[config.mk]
export PLATFORM = sky130hd
export DESIGN_NAME = edoc_ctrl
export DESIGN_NICKNAME = d
export VERILOG_FILES = /design/src/edoc_ctrl.v /design/src/edoc_timer.v
export VERILOG_INCLUDE_DIRS = /design/src /design/src/src
export SDC_FILE = /design/constraint.sdc
export NUM_CORES = 1
export LEC_CHECK = 0
export ABC_AREA = 1
export BUFFER_PORTS_ARGS = -buffer_cell sky130_fd_sc_hd__buf_2
export CELL_PAD_IN_SITES_DETAIL_PLACEMENT = 1
export CELL_PAD_IN_SITES_GLOBAL_PLACEMENT = 2
export CORE_MARGIN = 4
export CORE_UTILIZATION = 31
export CTS_CLUSTER_DIAMETER = 150
export DETAILED_ROUTE_END_ITERATION = 12
export GPL_ROUTABILITY_DRIVEN = 0
export PLACE_DENSITY_LB_ADDON = 0.08
export SYNTH_ARGS = -nofsm -noshare
export SYNTH_HDL_FRONTEND = slang
export SYNTH_SLANG_ARGS = --single-unit
[constraint.sdc]
create_clock -name CLK_IN -period 2.05 [get_ports CLK_IN]
set_clock_uncertainty 0.1 [all_clocks]
set_input_delay 0.41 -clock CLK_IN [delete_from_list [all_inputs] [get_ports CLK_IN]]
set_output_delay 0.41 -clock CLK_IN [all_outputs]
set_load 0.1 [all_outputs]
[src/edoc_map.vh]
`ifndef EDOC_MAP_VH
`define EDOC_MAP_VH
// Clock period in nanoseconds.
`define EDOC_CLK_NS 100
// Power-on pause in microseconds and its cycle count.
`define EDOC_PWRUP_US 200
`define EDOC_PWRUP_CYC ((`EDOC_PWRUP_US * 1000 + `EDOC_CLK_NS - 1) / `EDOC_CLK_NS)
// Number of wake-up row-strobe cycles.
`define EDOC_WAKE_CNT 8
// Refresh period in milliseconds, rows per period, and spacing in cycles (rounded down).
`define EDOC_REF_MS 64
`define EDOC_REF_ROWS 4096
`define EDOC_REF_CYC ((`EDOC_REF_MS * 1000000 / `EDOC_CLK_NS) / `EDOC_REF_ROWS)
// Address and data widths.
`define EDOC_ROW_W 12
`define EDOC_COL_W 10
`define EDOC_DATA_W 16
// Command codes.
`define EDOC_CMD_READ 1'h0
`define EDOC_CMD_WRITE 1'h1
`endif

[src/edoc_ctrl.v]
`timescale 1ns/1ps
`default_nettype none
`include "edoc_map.vh"
module edoc_ctrl #(
  parameter PWRUP_CYC = `EDOC_PWRUP_CYC,
  parameter REF_CYC = `EDOC_REF_CYC,
  parameter WAKE_CNT = `EDOC_WAKE_CNT
) (
  // Clock and reset.
  input wire CLK_IN,
  input wire RSTN_IN,
  // User request port.
  input wire REQ_VALID_IN,
  input wire REQ_WRITE_IN,
  input wire [`EDOC_ROW_W-1:0] REQ_ROW_IN,
  input wire [`EDOC_COL_W-1:0] REQ_COL_IN,
  input wire [1:0] REQ_BYTE_EN_IN,
  input wire [`EDOC_DATA_W-1:0] REQ_WDATA_IN,
  input wire REQ_LAST_IN,
  input wire REFRESH_LATE_IN,
  output reg REQ_READY_OUT,
  output reg RD_VALID_OUT,
  output reg [`EDOC_DATA_W-1:0] RD_DATA_OUT,
  output reg INIT_DONE_OUT,
  // Memory pins.
  output reg ROW_STROBE_N_OUT,
  output reg LOWER_COL_STROBE_N_OUT,
  output reg UPPER_COL_STROBE_N_OUT,
  output reg WRITE_N_OUT,
  output reg OUT_GATE_N_OUT,
  output reg [`EDOC_ROW_W-1:0] MUX_ADDRESS_PINS_OUT,
  input wire [`EDOC_DATA_W-1:0] DATA_PINS_IN,
  output reg [`EDOC_DATA_W-1:0] DATA_PINS_OUT,
  output reg DATA_PINS_OE_N_OUT
);
  // States.
  localparam S_PWRUP = 4'h0;
  localparam S_WAKE = 4'h1;
  localparam S_IDLE = 4'h2;
  localparam S_ROW = 4'h3;
  localparam S_COL = 4'h4;
  localparam S_ACC = 4'h5;
  localparam S_PAGE = 4'h6;
  localparam S_CLOSE = 4'h7;
  localparam S_RF_CAS = 4'h8;
  localparam S_RF_RAS = 4'h9;
  localparam S_RF_END = 4'ha;
  localparam S_PRE = 4'hb;

  reg [3:0] state_r;
  reg [3:0] state_nxt;
  reg [24:0] wait_r;
  reg [3:0] wake_r;
  reg ref_pend_r;
  reg wake_mode_r;
  reg is_wr_r;
  reg [`EDOC_ROW_W-1:0] row_r;
  wire ref_tick;

  // Decodes the column strobe pair from byte enables.
  function [1:0] edoc_cas;
    input [1:0] be;
    begin
      edoc_cas = ~be;
    end
  endfunction

  // Periodic refresh request timer.
  edoc_timer #(.WIDTH(16)) u_ref_timer (
    .clk_in(CLK_IN),
    .rstn_in(RSTN_IN),
    .load_in(REF_CYC[15:0] - 16'h0001),
    .restart_in(1'b0),
    .expire_out(ref_tick)
  );

  // Next-state selection.
  always @* begin
    state_nxt = state_r;
    case (state_r)
      S_PWRUP: begin
        if (wait_r == 25'h0) state_nxt = S_RF_CAS;
      end
      S_IDLE: begin
        if (REFRESH_LATE_IN || ref_pend_r) state_nxt = S_RF_CAS;
        else if (REQ_VALID_IN) state_nxt = S_ROW;
      end
      S_ROW: state_nxt = S_COL;
      S_COL: state_nxt = S_ACC;
      S_ACC: state_nxt = is_wr_r ? S_PAGE : S_PAGE;
      S_PAGE: begin
        if (REQ_LAST_IN || ref_pend_r || !REQ_VALID_IN) state_nxt = S_CLOSE;
        else state_nxt = S_COL;
      end
      S_CLOSE: state_nxt = S_PRE;
      S_RF_CAS: state_nxt = S_RF_RAS;
      S_RF_RAS: state_nxt = S_RF_END;
      S_RF_END: state_nxt = S_PRE;
      S_PRE: begin
        if (wake_mode_r && wake_r != 4'h0) state_nxt = S_RF_CAS;
        else state_nxt = S_IDLE;
      end
      default: state_nxt = S_IDLE;
    endcase
  end

  // Sequencer and pin registers.
  always @(posedge CLK_IN or negedge RSTN_IN) begin
    if (!RSTN_IN) begin
      state_r <= S_PWRUP;
      wait_r <= PWRUP_CYC[24:0]; // Pause is loaded here so power-up cannot end at once.
      wake_r <= WAKE_CNT[3:0]; // Wake-up burst length is ready before the pause ends.
      wake_mode_r <= 1'b1;
      ref_pend_r <= 1'b0;
      is_wr_r <= 1'b0;
      row_r <= {`EDOC_ROW_W{1'b0}};
      REQ_READY_OUT <= 1'b0;
      RD_VALID_OUT <= 1'b0;
      RD_DATA_OUT <= {`EDOC_DATA_W{1'b0}};
      INIT_DONE_OUT <= 1'b0;
      ROW_STROBE_N_OUT <= 1'b1;
      LOWER_COL_STROBE_N_OUT <= 1'b1;
      UPPER_COL_STROBE_N_OUT <= 1'b1;
      WRITE_N_OUT <= 1'b1;
      OUT_GATE_N_OUT <= 1'b1;
      MUX_ADDRESS_PINS_OUT <= {`EDOC_ROW_W{1'b0}};
      DATA_PINS_OUT <= {`EDOC_DATA_W{1'b0}};
      DATA_PINS_OE_N_OUT <= 1'b1;
    end else begin
      state_r <= state_nxt;
      RD_VALID_OUT <= 1'b0;
      REQ_READY_OUT <= 1'b0;
      // Refresh request latch; tick wins over clear.
      if (ref_tick) ref_pend_r <= 1'b1;
      else if (state_r == S_RF_RAS) ref_pend_r <= 1'b0;
      case (state_r)
        S_PWRUP: begin
          // Power-up pause counts down from its reset load.
          if (wait_r != 25'h0) wait_r <= wait_r - 25'h1;
        end
        S_IDLE: begin
          // Late refresh restarts the wake-up burst.
          if (REFRESH_LATE_IN) begin
            wake_mode_r <= 1'b1;
            wake_r <= WAKE_CNT[3:0];
            INIT_DONE_OUT <= 1'b0;
          end else if (!ref_pend_r && REQ_VALID_IN) begin
            row_r <= REQ_ROW_IN;
            MUX_ADDRESS_PINS_OUT <= REQ_ROW_IN;
          end
        end
        S_ROW: begin
          // Cycle opens on row strobe fall.
          ROW_STROBE_N_OUT <= 1'b0;
        end
        S_COL: begin
          // Column address within the open row.
          MUX_ADDRESS_PINS_OUT <= {2'h0, REQ_COL_IN};
          is_wr_r <= REQ_WRITE_IN;
          REQ_READY_OUT <= 1'b1;
          if (REQ_WRITE_IN) begin
            // Write data and write strobe ahead of column strobe.
            DATA_PINS_OUT <= REQ_WDATA_IN;
            DATA_PINS_OE_N_OUT <= 1'b0;
            WRITE_N_OUT <= 1'b0;
            OUT_GATE_N_OUT <= 1'b1;
          end else begin
            // Read keeps write strobe high, gate low.
            DATA_PINS_OE_N_OUT <= 1'b1;
            WRITE_N_OUT <= 1'b1;
            OUT_GATE_N_OUT <= 1'b0;
          end
        end
        S_ACC: begin
          // Column strobe falls last and starts the access.
          {UPPER_COL_STROBE_N_OUT, LOWER_COL_STROBE_N_OUT} <= edoc_cas(REQ_BYTE_EN_IN);
        end
        S_PAGE: begin
          // Sample a full clock after the column strobe fell.
          // Data is still held while column strobe rises.
          if (!is_wr_r) begin
            RD_DATA_OUT <= DATA_PINS_IN;
            RD_VALID_OUT <= 1'b1;
          end
          // Column strobes rise; next column may be read or write.
          LOWER_COL_STROBE_N_OUT <= 1'b1;
          UPPER_COL_STROBE_N_OUT <= 1'b1;
          WRITE_N_OUT <= 1'b1;
        end
        S_CLOSE: begin
          ROW_STROBE_N_OUT <= 1'b1;
          OUT_GATE_N_OUT <= 1'b1;
          DATA_PINS_OE_N_OUT <= 1'b1;
        end
        S_RF_CAS: begin
          // Column strobes low before the row strobe.
          // Data pins released and output gate high.
          LOWER_COL_STROBE_N_OUT <= 1'b0;
          UPPER_COL_STROBE_N_OUT <= 1'b0;
          WRITE_N_OUT <= 1'b1;
          OUT_GATE_N_OUT <= 1'b1;
          DATA_PINS_OE_N_OUT <= 1'b1;
        end
        S_RF_RAS: begin
          // Address pins are left unchanged; device counts rows.
          // The row strobe pulse refreshes one row.
          ROW_STROBE_N_OUT <= 1'b0;
          if (wake_r != 4'h0) wake_r <= wake_r - 4'h1;
        end
        S_RF_END: begin
          ROW_STROBE_N_OUT <= 1'b1;
          LOWER_COL_STROBE_N_OUT <= 1'b1;
          UPPER_COL_STROBE_N_OUT <= 1'b1;
        end
        S_PRE: begin
          if (wake_mode_r && wake_r == 4'h0) begin
            wake_mode_r <= 1'b0;
            INIT_DONE_OUT <= 1'b1;
          end
        end
        default: begin
          ROW_STROBE_N_OUT <= 1'b1;
        end
      endcase
    end
  end
endmodule
`default_nettype wire

[src/edoc_timer.v]
`timescale 1ns/1ps
`default_nettype none
// Down counter that pulses when it reaches zero and then reloads.
module edoc_timer #(
  parameter WIDTH = 16
) (
  input wire clk_in,
  input wire rstn_in,
  input wire [WIDTH-1:0] load_in,
  input wire restart_in,
  output reg expire_out
);
  reg [WIDTH-1:0] count_r;

  // Count down, pulse and reload at zero, or reload on restart.
  always @(posedge clk_in or negedge rstn_in) begin
    if (!rstn_in) begin
      count_r <= {WIDTH{1'b0}};
      expire_out <= 1'b0;
    end else if (restart_in) begin
      count_r <= load_in;
      expire_out <= 1'b0;
    end else if (count_r == {WIDTH{1'b0}}) begin
      count_r <= load_in;
      expire_out <= 1'b1;
    end else begin
      count_r <= count_r - {{(WIDTH-1){1'b0}}, 1'b1};
      expire_out <= 1'b0;
    end
  end
endmodule
`default_nettype wire

==> results.tsv <==
stage	metric	value	unit
worst_setup_path	cp_top_family	flip-flops	
sta	slew_headroom	0.587	
power	total_power	9.89	mW
power	ir_worst_vdd	0.00108	V
power	p_leak	3.77	nW
clock_tree	clockRootBuffer	clkbuf_16	
synth	synth_area_leaders	dfrtp_1 43%, nand2_1 20%, dfstp_2 6.8%	
route	wire_per_inst	14.3	µm
sta	worst_pin_slew	0.618	ns
floorplan	die_area	0.0196	mm²
synth	synth_top_family_by_area	simple AND/OR/NAND/NOR gates	
worst_setup_path	end_kind	primary output	
worst_setup_path	path_class	flop to primary output	
synth	synth_fa_ha_area_frac	0.00929	
synth	syn_nets	759	
synth	synth.distinct_cells	34	
route	route.detailed.drc	0	
placed_design	dp_slack	-0.0707	ns
route	ant_nets	0	
final_layout	nets	912	
final_layout	antenna_cells	0	
worst_setup_path	crit_buf_inv	1	
grt	grt_usage	0.164	
grt	antenna_found_initial	0	
sta	rsz0062_at_grt	false	
clock_tree	cts_setup_buffers	0	
sta	post-route-period-util	0.894	
worst_setup_path	arrival	1.32	ns
floorplan	die_w	140	µm
grt	grt_max_degree	46	
worst_setup_path	cp_slowest_cell	dfstp_2	
clock_tree	clk_latency	0.36	ns
worst_setup_path	crit_path_start_kind	flop	
worst_setup_path	path_cells	buf_2	
sta	setup_viol	0	
final_layout	final_cell_mix	291 x nand2_1, 113 x buf_2, 92 x dfrtp_1	
route	vias	4872	
clock_tree	clockBufferDepth	2	
grt	grt_pass1_vias	5200	
synth	yosysWarnings	0	
grt	grt_pass1_wl	26.3	mm
placed_design	placed_area	0.00646	mm²
clock_tree	h-tree-depth	3	
clock_tree	cts_tree	yes	
synth	syn_inst	693	
hold_path	min_path_type	input port to flop	
clock_tree	cts.sinks	106	
placed_design	dpl.hpwl	12.0	mm
synth	synth-simple-area-share	0.350	
synth	syn_area	0.00539	mm²
run	drv_cap	0	
final_layout	synthToLayoutAreaGrowth	25.7	%
worst_setup_path	required	1.54	ns
synth	synthMuxAreaShare	0.0334	
synth	yosysSeqAreaShare	0.495	
final_layout	final_cells	1071	
worst_setup_path	slowest_delay	0.54	ns
run_status	outcome	finished clean	
final_layout	finalInstanceArea	0.00678	mm²
floorplan	ios	115	
clock_tree	clk_pin_slew	0.08	ns
floorplan	rows	47	
route	first_pass_iters	4	
synth	postSynthAreaPerCell	7.78	µm²
sta	fin_crit	1.83	ns
grt	grt-ovfl-total	0	
sta	clock.fmax	0.546	GHz
synth	ys_seq_elements	106	
synth	synth_top_cell_area_share	0.427	
final_layout	drive_above_1_share	0.254	
floorplan	die_y	140	µm
synth	synth-xor-area-share	0.0162	
route	routed_wl	15.4	mm
placed_design	io_buffers	114	
sta	drv_slew	0	
sta	hold_viol_final	0	
clock_tree	cts_made_buffers	9	
placed_design	placed_cells	1054	
sta	final.setup.worst_slack	0.217	ns
route	initialDrtViolationCount	153	
synth	synth-compound-area-share	0.0348	
final_layout	n_fill_cell	2103	
sta	worst_hold_slack	0.146	ns
power	powerDensity	1460	mW/mm²
floorplan	coreArea	0.0168	mm²
worst_setup_path	crit_fanout	2	
synth	synth_area_leader_cell	dfrtp_1	
final_layout	final_common_cell	nand2_1	
floorplan	initial_utilization	0.320	
route	vias_per_cell	4.55	
## power breakdown
group          total (mW)  internal, mW  switching, mW
registers            2.97          2.68          0.289
logic                5.21         0.849           4.36
clock network        1.72         0.875          0.844
total                9.89          4.40           5.49
## synth_stat cells (all sizes together)
cell type / instances
nand2: 298
nor2: 97
dfrtp: 92
inv: 63
nand3: 24
o21ai: 20
mux2: 16
dfstp: 14
buf: 10
nand3b: 9
nand4: 9
a21oi: 8
nor3: 7
xor2: 7
ha: 4
or2: 4
xnor2: 3
o21bai: 2
a31oi: 1
clkbuf: 1
clkinv: 1
nor3b: 1
o211ai: 1
o21a: 1
## state kept, by name, summed over array words and instances, names as in the netlist, 4 cells and up
signal / flops
state_r: 4
wake_r: 4
u_ref_timer.count_r: 16
RD_DATA_OUT: 16
wait_r: 25
DATA_PINS_OUT: 16
MUX_ADDRESS_PINS_OUT: 12
## stage by stage
step,TNS (ns),util
CTS,0,0.402
floorplan,0,-
detailed placement,-1.02,0.384
global placement,-0.0319,0.384
finish,0,0.403
global route,0,0.403
## cell families after synthesis
group                    Yosys count
AO/OA/AOI/OAI                     33
flip-flops                       106
adder cells (fa/ha/maj)            4
multiplexers                      16
buffers and inverters             75
XOR/XNOR                          10
AND/OR/NAND/NOR                  449
## worst paths after layout
path / slack (ns) / depth (start not counted) / endpoint / start
worst max-delay path: 0.22 / 1 / ROW_STROBE_N_OUT / ROW_STROBE_N_OUT
worst min-delay path: 0.15 / 3 / RD_DATA_OUT[9] / DATA_PINS_IN[9]
worst max register to register: 0.23 / 10 / wait_r[22] / wait_r[1]
worst min register to register: 0.33 / 1 / u_ref_timer.count_r[0] / u_ref_timer.count_r[0]
max in group asynchronous: 0.81 / 3 / ROW_STROBE_N_OUT / RSTN_IN
min in group asynchronous: 0.41 / 2 / wait_r[23] / RSTN_IN
## worst register-to-register path, stage by stage (launching register included)
cell     delay (ns)
dfrtp_1        0.40
inv_1          0.06
ha_1           0.20
buf_4          0.15
inv_1          0.06
nor2_1         0.38
nand3_1        0.14
nand2_1        0.08
nand2_1        0.05
nand2_1        0.05
nand2_1        0.04
## what timing repair did
action                                  CTS  global route
endpoints found under the hold margin    16             0
gates resized for setup                   1             3
hold buffers                              1             0
endpoints found under the setup margin   22            10
## area by class of cell
cell class	instances	area, µm²	share of cell area
clock buffers	10	239	0.0353
clock inverters	6	47.5	0.00702
inverters	64	241	0.0356
multi-input cells	512	2410	0.355
flip-flops and latches	106	2670	0.394
well taps	220	275	0.0406
repair buffers	153	893	0.132
## per-layer routing
| layer | part of all wire | vias to the layer above | GRT usage |
|---|---|---|---|
| li1 | - | 2443 | - |
| met1 | 0.44 | 2338 | 0.205 |
| met2 | 0.51 | 81 | 0.290 |
| met3 | 0.041 | 10 | 0.0316 |
| met4 | 0.011 | 0 | 0.0413 |
| met5 | 0 | - | 0 |
(Power assumes the default switching activity.)
